`src/verilog/ddsw_pkg.sv`:
```
// constants, field layouts and types of the dual dac serial write control block
// assumes a 100 MHz system clock; the control block, its checker and bench refer to names here
`default_nettype none

package ddsw_pkg;

  // frame geometry
  localparam int FRAME_BITS = 16;
  localparam int DATA_BITS = 12;
  localparam int CODE_BITS = 8;
  localparam logic [4:0] LAST_BIT_IDX = 5'h0f; // index of the 16th falling edge
  localparam logic [4:0] FIRST_BIT_IDX = 5'h00;

  // one received frame, first bit sent sits at the top
  typedef struct packed {
    logic leadBitHi;          // must be zero; termination high bit in power-down
    logic leadBitLo;          // channel address; termination low bit in power-down
    logic [1:0] opMode;       // op_mode_hi, op_mode_lo
    logic [DATA_BITS-1:0] data; // straight binary, msb first
  } ddsw_frame_t;

  // operating modes
  typedef enum logic [1:0] {
    MODE_WRITE_ONE = 2'h0,
    MODE_WRITE_UPDATE = 2'h1,
    MODE_WRITE_BOTH = 2'h2,
    MODE_POWER_DOWN = 2'h3
  } ddsw_mode_t;

  // output terminations while powered down
  localparam logic [1:0] TERM_HIZ = 2'h0;
  localparam logic [1:0] TERM_2K5 = 2'h1;
  localparam logic [1:0] TERM_100K = 2'h2;

  // receiver states, gray along idle -> shift -> done
  typedef enum logic [1:0] {
    ST_IDLE = 2'h0,
    ST_SHIFT = 2'h1,
    ST_DONE = 2'h3
  } ddsw_state_t;

  // register byte offsets
  localparam logic [7:0] REG_CTRL = 8'h00;
  localparam logic [7:0] REG_STATUS = 8'h04;
  localparam logic [7:0] REG_INPUT_FIRST = 8'h08;
  localparam logic [7:0] REG_INPUT_SECOND = 8'h0c;
  localparam logic [7:0] REG_OUTPUT_FIRST = 8'h10;
  localparam logic [7:0] REG_OUTPUT_SECOND = 8'h14;
  localparam logic [7:0] REG_FRAMES = 8'h18;

  // control fields
  localparam int CTRL_LINK_EN_BIT = 0;
  localparam int CTRL_SOFT_CLR_BIT = 1;
  localparam logic CTRL_LINK_EN_RESET = 1'h1;

  // status fields
  localparam int ST_PD_BIT = 0;
  localparam int ST_TERM_LSB = 1;
  localparam int ST_WAKE_BIT = 3;
  localparam int ST_LEAD_ERR_BIT = 4;
  localparam int ST_ABORT_BIT = 5;
  localparam int ST_STATE_LSB = 6;

  // wake interval, typical figure, rounded up to whole cycles
  localparam int CLK_PERIOD_NS = 10;
  localparam int WAKE_INTERVAL_NS = 6000;
  localparam int WAKE_CYCLES = (WAKE_INTERVAL_NS + CLK_PERIOD_NS - 1) / CLK_PERIOD_NS;

endpackage

`default_nettype wire

```
`src/verilog/ddsw_pin_sync.sv`:
```
// two-flop synchroniser for a group of pins, with edge pulses on the result
// assumes pins are asynchronous to clk and held at least two clk periods per level
`default_nettype none

module ddsw_pin_sync #(
  parameter int WIDTH = 3
) (
  // clock and reset
  input wire logic clk,
  input wire logic srst,
  // raw pins
  input wire logic [WIDTH-1:0] pinIn,
  // synchronised level and its edges
  output logic [WIDTH-1:0] level,
  output logic [WIDTH-1:0] fallPulse,
  output logic [WIDTH-1:0] risePulse
);

  if (WIDTH < 1) begin : g_chk
    $error("ddsw_pin_sync: WIDTH must be at least 1");
  end

  logic [WIDTH-1:0] meta_reg; // first stage, read only by the second
  logic [WIDTH-1:0] sync_reg; // second stage
  logic [WIDTH-1:0] prev_reg; // history for edge finding

  // reset to low so a line idling low is not taken for an edge at release
  always_ff @(posedge clk) begin
    if (srst) begin
      meta_reg <= '0;
      sync_reg <= '0;
      prev_reg <= '0;
    end else begin
      meta_reg <= pinIn;
      sync_reg <= meta_reg;
      prev_reg <= sync_reg;
    end
  end

  assign level = sync_reg;
  assign fallPulse = prev_reg & ~sync_reg;
  assign risePulse = ~prev_reg & sync_reg;

endmodule

`default_nettype wire

```
`src/verilog/ddsw_serial_write_ctrl.sv`:
```
// serial write port and control logic of a dual 8-bit voltage-output converter
// assumes the serial master drives frame select, serial clock and data as
// plain pins asynchronous to clk, and software uses the one-cycle register port
`default_nettype none

module ddsw_serial_write_ctrl #(
  parameter int WAKE_CYCLES = ddsw_pkg::WAKE_CYCLES
) (
  // clock and reset
  input wire logic clk,
  input wire logic srst,
  // serial link pins
  input wire logic frameSelN,
  input wire logic serialClk,
  input wire logic serialData,
  // register port
  input wire logic [7:0] regAddr,
  input wire logic [15:0] regWrData,
  input wire logic regWrite,
  input wire logic regRead,
  output logic [15:0] regRdData,
  // converter side
  output logic [7:0] analogOutputFirst,
  output logic [7:0] analogOutputSecond,
  output logic powerDown,
  output logic [1:0] termSelect,
  output logic wakeBusy
);

  if (WAKE_CYCLES < 1) begin : g_chk
    $error("ddsw_serial_write_ctrl: WAKE_CYCLES must be at least 1");
  end

  // pin indices inside the synchroniser group
  localparam int PIN_SEL = 0;
  localparam int PIN_CLK = 1;
  localparam int PIN_DATA = 2;
  localparam int CODE_LSB = ddsw_pkg::DATA_BITS - ddsw_pkg::CODE_BITS;

  // address hit test, shared by the read and write decoders
  function automatic logic regHit(input logic [7:0] addr, input logic [7:0] offset);
    regHit = (addr == offset);
  endfunction

  // converter code from a frame's data field
  function automatic logic [7:0] frameCode(input ddsw_pkg::ddsw_frame_t f);
    frameCode = f.data[ddsw_pkg::DATA_BITS-1:CODE_LSB];
  endfunction

  // synchronised link pins
  logic [2:0] pinLevel; // synchronised levels
  logic [2:0] pinFall; // one-cycle falling edge pulses
  logic [2:0] pinRise; // one-cycle rising edge pulses

  ddsw_pin_sync #(
    .WIDTH(3)
  ) u_pin_sync (
    .clk(clk),
    .srst(srst),
    .pinIn({serialData, serialClk, frameSelN}),
    .level(pinLevel),
    .fallPulse(pinFall),
    .risePulse(pinRise)
  );

  // frame select and clock edges as the receiver sees them
  logic selFall;
  logic selRise;
  logic clkFall;
  logic dataBit;

  assign selFall = pinFall[PIN_SEL];
  assign selRise = pinRise[PIN_SEL];
  assign clkFall = pinFall[PIN_CLK];
  assign dataBit = pinLevel[PIN_DATA];

  // control register state
  logic linkEn_reg; // receiver accepts new frames
  logic softClr; // one-cycle software clear of the converter state

  // receiver state
  ddsw_pkg::ddsw_state_t state_reg;
  logic [4:0] bitCnt_reg; // falling edges taken in this frame
  logic [15:0] shift_reg; // input shift register
  logic lastEdge; // this clock fall is the sixteenth
  logic frameDone; // a complete frame is to be executed now
  logic frameAbort; // select rose before the sixteenth fall
  ddsw_pkg::ddsw_frame_t frame; // word as it stands after the last bit
  ddsw_pkg::ddsw_mode_t frameMode;

  // converter state
  logic [7:0] inFirst_reg; // first channel converter register
  logic [7:0] inSecond_reg; // second channel converter register
  logic [7:0] outFirst_reg; // code applied to the first output
  logic [7:0] outSecond_reg; // code applied to the second output
  logic pd_reg;
  logic [1:0] term_reg;
  logic [7:0] nextFirst; // register values after this frame
  logic [7:0] nextSecond;
  logic wakeStart;
  logic wakeRun;

  // status and readback
  logic leadErr_reg; // a non power-down frame arrived with a nonzero first bit
  logic abort_reg; // a frame was cut short
  logic [15:0] frames_reg; // executed frame count, wraps
  logic [15:0] rdData_reg;
  logic [15:0] rdMux;

  assign lastEdge = (state_reg == ddsw_pkg::ST_SHIFT) && clkFall &&
                    (bitCnt_reg == ddsw_pkg::LAST_BIT_IDX);
  // the final fall and the select rise may land in one sample: the fall wins
  assign frameDone = lastEdge;
  assign frameAbort = (state_reg == ddsw_pkg::ST_SHIFT) && selRise && !lastEdge;
  assign frame = ddsw_pkg::ddsw_frame_t'({shift_reg[14:0], dataBit});
  assign frameMode = ddsw_pkg::ddsw_mode_t'(frame.opMode);

  // receiver sequence: idle, shifting, done-and-deaf
  always_ff @(posedge clk) begin
    if (srst) begin
      state_reg <= ddsw_pkg::ST_IDLE;
    end else begin
      unique case (state_reg)
        ddsw_pkg::ST_IDLE: begin
          // only a falling select starts a frame; a line held low does not
          if (selFall && linkEn_reg) begin
            state_reg <= ddsw_pkg::ST_SHIFT;
          end
        end
        ddsw_pkg::ST_SHIFT: begin
          if (lastEdge) begin
            // a rise in the same sample ends the frame at once
            state_reg <= selRise ? ddsw_pkg::ST_IDLE : ddsw_pkg::ST_DONE;
          end else if (selRise) begin
            state_reg <= ddsw_pkg::ST_IDLE;
          end
        end
        ddsw_pkg::ST_DONE: begin
          // clocks and data are ignored here until select goes high
          if (selRise) begin
            state_reg <= ddsw_pkg::ST_IDLE;
          end
        end
        default: begin
          state_reg <= ddsw_pkg::ST_IDLE;
        end
      endcase
    end
  end

  // bit counter and shift register; a clock fall in the start sample is
  // dropped, since select was not yet seen low when that edge arrived
  always_ff @(posedge clk) begin
    if (srst) begin
      bitCnt_reg <= ddsw_pkg::FIRST_BIT_IDX;
      shift_reg <= '0;
    end else if (state_reg == ddsw_pkg::ST_IDLE) begin
      bitCnt_reg <= ddsw_pkg::FIRST_BIT_IDX;
    end else if (state_reg == ddsw_pkg::ST_SHIFT && clkFall) begin
      shift_reg <= {shift_reg[14:0], dataBit};
      bitCnt_reg <= bitCnt_reg + 5'h01;
    end
  end

  // register values a frame would leave behind; power-down leaves both alone
  always_comb begin
    nextFirst = inFirst_reg;
    nextSecond = inSecond_reg;
    unique case (frameMode)
      ddsw_pkg::MODE_WRITE_ONE, ddsw_pkg::MODE_WRITE_UPDATE: begin
        if (frame.leadBitLo) begin
          nextSecond = frameCode(frame);
        end else begin
          nextFirst = frameCode(frame);
        end
      end
      ddsw_pkg::MODE_WRITE_BOTH: begin
        nextFirst = frameCode(frame);
        nextSecond = frameCode(frame);
      end
      ddsw_pkg::MODE_POWER_DOWN: begin
        nextFirst = inFirst_reg;
        nextSecond = inSecond_reg;
      end
    endcase
  end

  // converter registers: loaded on every executed frame
  always_ff @(posedge clk) begin
    if (srst || softClr) begin
      inFirst_reg <= '0;
      inSecond_reg <= '0;
    end else if (frameDone) begin
      inFirst_reg <= nextFirst;
      inSecond_reg <= nextSecond;
    end
  end

  // applied output codes: only updating modes move them
  always_ff @(posedge clk) begin
    if (srst || softClr) begin
      outFirst_reg <= '0;
      outSecond_reg <= '0;
    end else if (frameDone && (frameMode == ddsw_pkg::MODE_WRITE_UPDATE ||
                               frameMode == ddsw_pkg::MODE_WRITE_BOTH)) begin
      outFirst_reg <= nextFirst;
      outSecond_reg <= nextSecond;
    end
  end

  // power-down state and termination choice
  always_ff @(posedge clk) begin
    if (srst || softClr) begin
      pd_reg <= 1'b0;
      term_reg <= ddsw_pkg::TERM_HIZ;
    end else if (frameDone) begin
      if (frameMode == ddsw_pkg::MODE_POWER_DOWN) begin
        pd_reg <= 1'b1;
        unique case ({frame.leadBitHi, frame.leadBitLo})
          2'h1: term_reg <= ddsw_pkg::TERM_2K5;
          2'h2: term_reg <= ddsw_pkg::TERM_100K;
          default: term_reg <= ddsw_pkg::TERM_HIZ;
        endcase
      end else begin
        // any other mode recovers; codes it loads apply at recovery only in update and write-both modes
        pd_reg <= 1'b0;
      end
    end
  end

  // wake interval starts at the sixteenth fall of the recovering frame
  assign wakeStart = frameDone && pd_reg &&
                     (frameMode != ddsw_pkg::MODE_POWER_DOWN);

  ddsw_wake_timer #(
    .CYCLES(WAKE_CYCLES)
  ) u_wake_timer (
    .clk(clk),
    .srst(srst),
    .start(wakeStart),
    .abort(softClr || (frameDone && frameMode == ddsw_pkg::MODE_POWER_DOWN)),
    .busy(wakeRun)
  );

  // control register: link enable, self-clearing soft clear
  always_ff @(posedge clk) begin
    if (srst) begin
      linkEn_reg <= ddsw_pkg::CTRL_LINK_EN_RESET;
      softClr <= 1'b0;
    end else begin
      softClr <= regWrite && regHit(regAddr, ddsw_pkg::REG_CTRL) &&
                 regWrData[ddsw_pkg::CTRL_SOFT_CLR_BIT];
      if (regWrite && regHit(regAddr, ddsw_pkg::REG_CTRL)) begin
        linkEn_reg <= regWrData[ddsw_pkg::CTRL_LINK_EN_BIT];
      end
    end
  end

  // sticky flags, write one to clear; a new event in the same cycle wins
  always_ff @(posedge clk) begin
    if (srst) begin
      leadErr_reg <= 1'b0;
      abort_reg <= 1'b0;
    end else begin
      if (frameDone && frame.leadBitHi && frameMode != ddsw_pkg::MODE_POWER_DOWN) begin
        leadErr_reg <= 1'b1;
      end else if (regWrite && regHit(regAddr, ddsw_pkg::REG_STATUS) &&
                   regWrData[ddsw_pkg::ST_LEAD_ERR_BIT]) begin
        leadErr_reg <= 1'b0;
      end
      if (frameAbort) begin
        abort_reg <= 1'b1;
      end else if (regWrite && regHit(regAddr, ddsw_pkg::REG_STATUS) &&
                   regWrData[ddsw_pkg::ST_ABORT_BIT]) begin
        abort_reg <= 1'b0;
      end
    end
  end

  // executed frame count, for software to see traffic arrive
  always_ff @(posedge clk) begin
    if (srst) begin
      frames_reg <= '0;
    end else if (frameDone) begin
      frames_reg <= frames_reg + 16'h0001;
    end
  end

  // read multiplexer; unmapped offsets read as zero
  always_comb begin
    rdMux = '0;
    if (regHit(regAddr, ddsw_pkg::REG_CTRL)) begin
      rdMux[ddsw_pkg::CTRL_LINK_EN_BIT] = linkEn_reg;
    end else if (regHit(regAddr, ddsw_pkg::REG_STATUS)) begin
      rdMux[ddsw_pkg::ST_PD_BIT] = pd_reg;
      rdMux[ddsw_pkg::ST_TERM_LSB +: 2] = term_reg;
      rdMux[ddsw_pkg::ST_WAKE_BIT] = wakeRun;
      rdMux[ddsw_pkg::ST_LEAD_ERR_BIT] = leadErr_reg;
      rdMux[ddsw_pkg::ST_ABORT_BIT] = abort_reg;
      rdMux[ddsw_pkg::ST_STATE_LSB +: 2] = state_reg;
    end else if (regHit(regAddr, ddsw_pkg::REG_INPUT_FIRST)) begin
      rdMux[7:0] = inFirst_reg;
    end else if (regHit(regAddr, ddsw_pkg::REG_INPUT_SECOND)) begin
      rdMux[7:0] = inSecond_reg;
    end else if (regHit(regAddr, ddsw_pkg::REG_OUTPUT_FIRST)) begin
      rdMux[7:0] = outFirst_reg;
    end else if (regHit(regAddr, ddsw_pkg::REG_OUTPUT_SECOND)) begin
      rdMux[7:0] = outSecond_reg;
    end else if (regHit(regAddr, ddsw_pkg::REG_FRAMES)) begin
      rdMux = frames_reg;
    end
  end

  // read data stand only in the cycle after the strobe, zero otherwise
  always_ff @(posedge clk) begin
    if (srst) begin
      rdData_reg <= '0;
    end else begin
      rdData_reg <= regRead ? rdMux : '0;
    end
  end

  // the serial clock is sampled, not used as a clock: its rate is bounded
  // by four clk periods per bit period, well below the link's top rate
  assign regRdData = rdData_reg;
  assign analogOutputFirst = outFirst_reg;
  assign analogOutputSecond = outSecond_reg;
  assign powerDown = pd_reg;
  assign termSelect = term_reg;
  assign wakeBusy = wakeRun;

endmodule

`default_nettype wire

```
`src/verilog/ddsw_wake_timer.sv`:
```
// counts the wake interval after the outputs leave power-down
// assumes start is a one-cycle pulse on clk; a new start restarts the count
`default_nettype none

module ddsw_wake_timer #(
  parameter int CYCLES = 600
) (
  // clock and reset
  input wire logic clk,
  input wire logic srst,
  // control
  input wire logic start,
  input wire logic abort,
  // state
  output logic busy
);

  localparam int CW = $clog2(CYCLES + 1);
  localparam logic [CW-1:0] LOAD = CW'(CYCLES);

  if (CYCLES < 1) begin : g_chk
    $error("ddsw_wake_timer: CYCLES must be at least 1");
  end

  logic [CW-1:0] count_reg; // cycles left
  logic busy_reg;

  // load on start, count down to zero, then drop busy
  always_ff @(posedge clk) begin
    if (srst || abort) begin
      count_reg <= '0;
      busy_reg <= 1'b0;
    end else if (start) begin
      count_reg <= LOAD;
      busy_reg <= 1'b1;
    end else if (count_reg != '0) begin
      count_reg <= count_reg - 1'b1;
      busy_reg <= (count_reg != CW'(1));
    end
  end

  assign busy = busy_reg;

endmodule

`default_nettype wire
```
`config.mk`:
```
export PLATFORM = sky130hd
export DESIGN_NAME = ddsw_serial_write_ctrl
export DESIGN_NICKNAME = d
export VERILOG_FILES = /design/src/verilog/ddsw_pkg.sv /design/src/verilog/ddsw_pin_sync.sv /design/src/verilog/ddsw_serial_write_ctrl.sv /design/src/verilog/ddsw_wake_timer.sv
export SDC_FILE = /design/constraint.sdc
export NUM_CORES = 1
export LEC_CHECK = 0
export BUFFER_PORTS_ARGS = -buffer_cell sky130_fd_sc_hd__buf_2
export CAP_MARGIN = 20
export CORE_ASPECT_RATIO = 0.9
export CORE_MARGIN = 3
export CORE_UTILIZATION = 64
export CTS_BUF_LIST = sky130_fd_sc_hd__clkbuf_2
export DETAILED_ROUTE_END_ITERATION = 8
export GPL_ROUTABILITY_DRIVEN = 0
export GPL_TIMING_DRIVEN = 1
export PLACE_DENSITY = 0.95
export SKIP_LAST_GASP = 1
export SLEW_MARGIN = 20
export SYNTH_ARGS = -nofsm -noshare
export SYNTH_HDL_FRONTEND = slang
export SYNTH_SLANG_ARGS = --single-unit
```
`constraint.sdc`:
```
create_clock -name clk -period 3.8 [get_ports clk]
set_input_delay 0.76 -clock clk [delete_from_list [all_inputs] [get_ports clk]]
set_output_delay 0.76 -clock clk [all_outputs]
set_load 0.005 [all_outputs]
```
==> impl_metrics.csv <==
group,metric,value,unit
worst_setup_path,timing.reg2reg.setup_slack,1350,ps
timing,worst_hold_slack,378,ps
layout,drive_gt1_frac,0.150,
global_route,grt_use_total,0.274,
timing,slew_violations,0,
synthesis,syn_nets,574,
floorplan,die_w,96.7,um
hold_path,holdPathEnd,"u_pin_sync.meta_reg[2]",
placement,placed_area,5050,sq um
clock_network,clk_latency,620,ps
power,p_leak,1.92,nW
route,drc,0,
synthesis,synth_xor_area_frac,0.0277,
placement,pre_cts_slack,1090,ps
power,internal_power,1.31,mW
clock_network,cts_resized,0,
placement,hpwl,8180,um
worst_setup_path,cp_max_fo,20,
status,status,"finished, final reports clean",
global_route,grt_pass1_wl,18900,um
route,wl_per_cell,17.3,um
power,p_per_area,341,nW/um^2
route,vias,4326,
layout,area_delta_synth_final,8.82,%
timing,fin_crit,2450,ps
power,pwr-share-seq,0.676,
global_route,grt_pass1_vias,3929,
timing,worst_pin_slew,899,ps
synthesis,async_flop_share,0,
timing,fin_crit_sh,0.645,
hold_path,min-delay-start,"serialData",
synthesis,ys_warn_count,0,
synthesis,synthSimpleGateAreaFrac,0.209,
floorplan,die-area,8470,sq um
power,ir_worst_vdd,261,uV
power,pwr-share-clk,0.287,
layout,multi_input_area,2350,sq um
power,p_sw_frac,0.255,
clock_network,cts_buffers,9,
floorplan,core_area,7110,sq um
hold_path,hold_class,"in2reg",
synthesis,synth_adder_area_share,0.0185,
worst_setup_path,path_class,"reg2reg",
worst_setup_path,r2r_end,"termSelect[1]",
layout,fillCellCount,515,
synthesis,synthFlopType,"dfxtp_1",
timing,grt_setup_unrepaired,"no",
floorplan,num_rows,29,
clock_network,cts.sinks,112,
timing,setup_violations,0,
synthesis,synth-seq-cells,112,
route,drt_wl_total,11600,um
timing,maxSlewHeadroom,0.400,
clock_network,cts_tree,"yes",
synthesis,avgSynthCellArea,8.84,sq um
synthesis,synth-edff-count,0,
timing,tns,0,ps
layout,layout_commonest_cell,"dfxtp_1",
clock_network,htreeDepth,3,
worst_setup_path,start_kind,"flip-flop",
power,p_switching,0.448,mW
synthesis,syn-instance-count,536,
clock_network,clock_path_buffers,2,
route,drt_iter0_drc,464,
worst_setup_path,reg2reg_from,"bitCnt_reg[0]",
worst_setup_path,worstPathArrival,2980,ps
route,via_per_inst,6.44,
floorplan,die_y,87.6,um
synthesis,synth_cell_types,52,
route,dr.pass1.iters,7,
synthesis,synth-compound-area-share,0.213,
timing,fin_ws,1350,ps
layout,layout.nets,612,
global_route,overflow,0,
synthesis,synth_top_family_by_area,"compound AO/OA/AOI/OAI gates",
clock_network,clkTransAtPathRegs,270,ps
worst_setup_path,required,4330,ps
clock_network,post-cts-setup-buffer-count,0,
hold_path,min_path_cells,2,
layout,seq_area,2240,sq um
timing,fin_skew,53.8,ps
clock_network,ctsHoldBuffers,0,
worst_setup_path,reg2regPathDepth,7,
power,combPwrFrac,0.038,
layout,antenna_cells,0,
timing,max_freq,0.408,GHz
flow_run,cap_violations,0,
synthesis,synth.cell_area,4740,sq um
placement,io_buffers,54,
synthesis,ys_seq_area_frac,0.473,
floorplan,ios,67,
route,ant_nets,0,
synthesis,synth.area.mux_share,0.0238,
worst_setup_path,crit_path_end_kind,"flip-flop",
layout,fin_area,5150,sq um
clock_network,cts_root_buf,"clkbuf_2",
layout,final_cell_mix,"dfxtp_1, nor2_1, buf_2",
timing,timing_hold_violations_final,0,
global_route,grt_max_degree,51,
global_route,antenna_found_initial,0,
floorplan,start_util,0.666,
worst_setup_path,critPathLaunch,"bitCnt_reg[0]",
## how the worst max path moves through the flow
stage	end	slack, ps	cells after the start
after floorplan	frames_reg[15]	1620	9
after global placement	regRdData[7]	1220	5
after detailed placement	regRdData[1]	1090	5
after CTS	frames_reg[15]	1360	7
after global routing	termSelect[1]	1160	7
final	termSelect[1]	1350	7
## cell type report
type / instances / share of cell area
well taps: 93 / 0.0226
multi-input cells: 383 / 0.457
flip-flops and latches: 112 / 0.435
clock buffers: 10 / 0.00971
clock inverters: 6 / 0.0102
inverters: 10 / 0.00728
repair buffers: 58 / 0.0583
## cell families after synthesis
logic type / after synthesis
AOI/OAI and AO/OA: 152
xor gates and xnor gates: 15
adders and majority gates: 7
buffers and inverters: 41
DFF: 112
muxes: 11
and+or+nand+nor: 198
## layer usage
layer / track usage / up-vias / part of all wire
li1: - / 2015 / -
met1: 0.334 / 1983 / 0.38
met2: 0.482 / 280 / 0.49
met3: 0.0669 / 48 / 0.096
met4: 0.0957 / 0 / 0.030
met5: 0 / - / 0
## power groups by stage
stage	clock [mW]	combinational [mW]	sequential (mW)
global route	0.560	0.0710	1.19
detailed placement	0	0.0638	1.21
CTS	0.511	0.0637	1.19
floorplan	0	0.0419	1.21
finish	0.504	0.0659	1.19
global placement	0	0.0605	1.21
## worst max-delay path: stages (launching register included)
cell,delay (ps)
dfxtp_1,450
ha_1,180
and3_1,160
ha_1,360
and2_1,590
buf_4,370
nand4_1,120
a21oi_1,180
## metrics by stage
| step | util | total power [mW] | std cells |
|---|---|---|---|
| finish | 0.725 | 1.76 | 672 |
| global route | 0.725 | 1.82 | 672 |
| CTS | 0.724 | 1.76 | 672 |
| detailed placement | 0.710 | 1.27 | 656 |
| global placement | 0.710 | 1.27 | 656 |
| floorplan | - | 1.25 | 536 |
## synth_stat cells, drive strengths merged (3+ instances only)
master   count  share of area
o21ai       18          0.019
o31ai        6         0.0095
nand2b      10          0.013
nor2b        9          0.012
nor3         8         0.0085
a211oi      31          0.049
o22ai        7         0.0092
nand2       52          0.041
a21oi       44          0.046
dfxtp      112           0.47
a2bb2oi      8          0.015
xnor2        8          0.015
and2         9          0.012
inv         10         0.0079
nor2        54          0.043
nor3b        4         0.0063
mux2i        9          0.019
or3          7         0.0095
xor2         7          0.013
or4          5         0.0079
or2          3         0.0040
nor4         6         0.0079
clkbuf      21          0.017
o211a        6          0.013
a22oi       20          0.032
nand3       13          0.014
a31oi        3         0.0040
and3         3         0.0042
nand4        8          0.012
buf         10         0.0095
ha           7          0.018
Note: power is estimated with default switching activity, not from simulation.
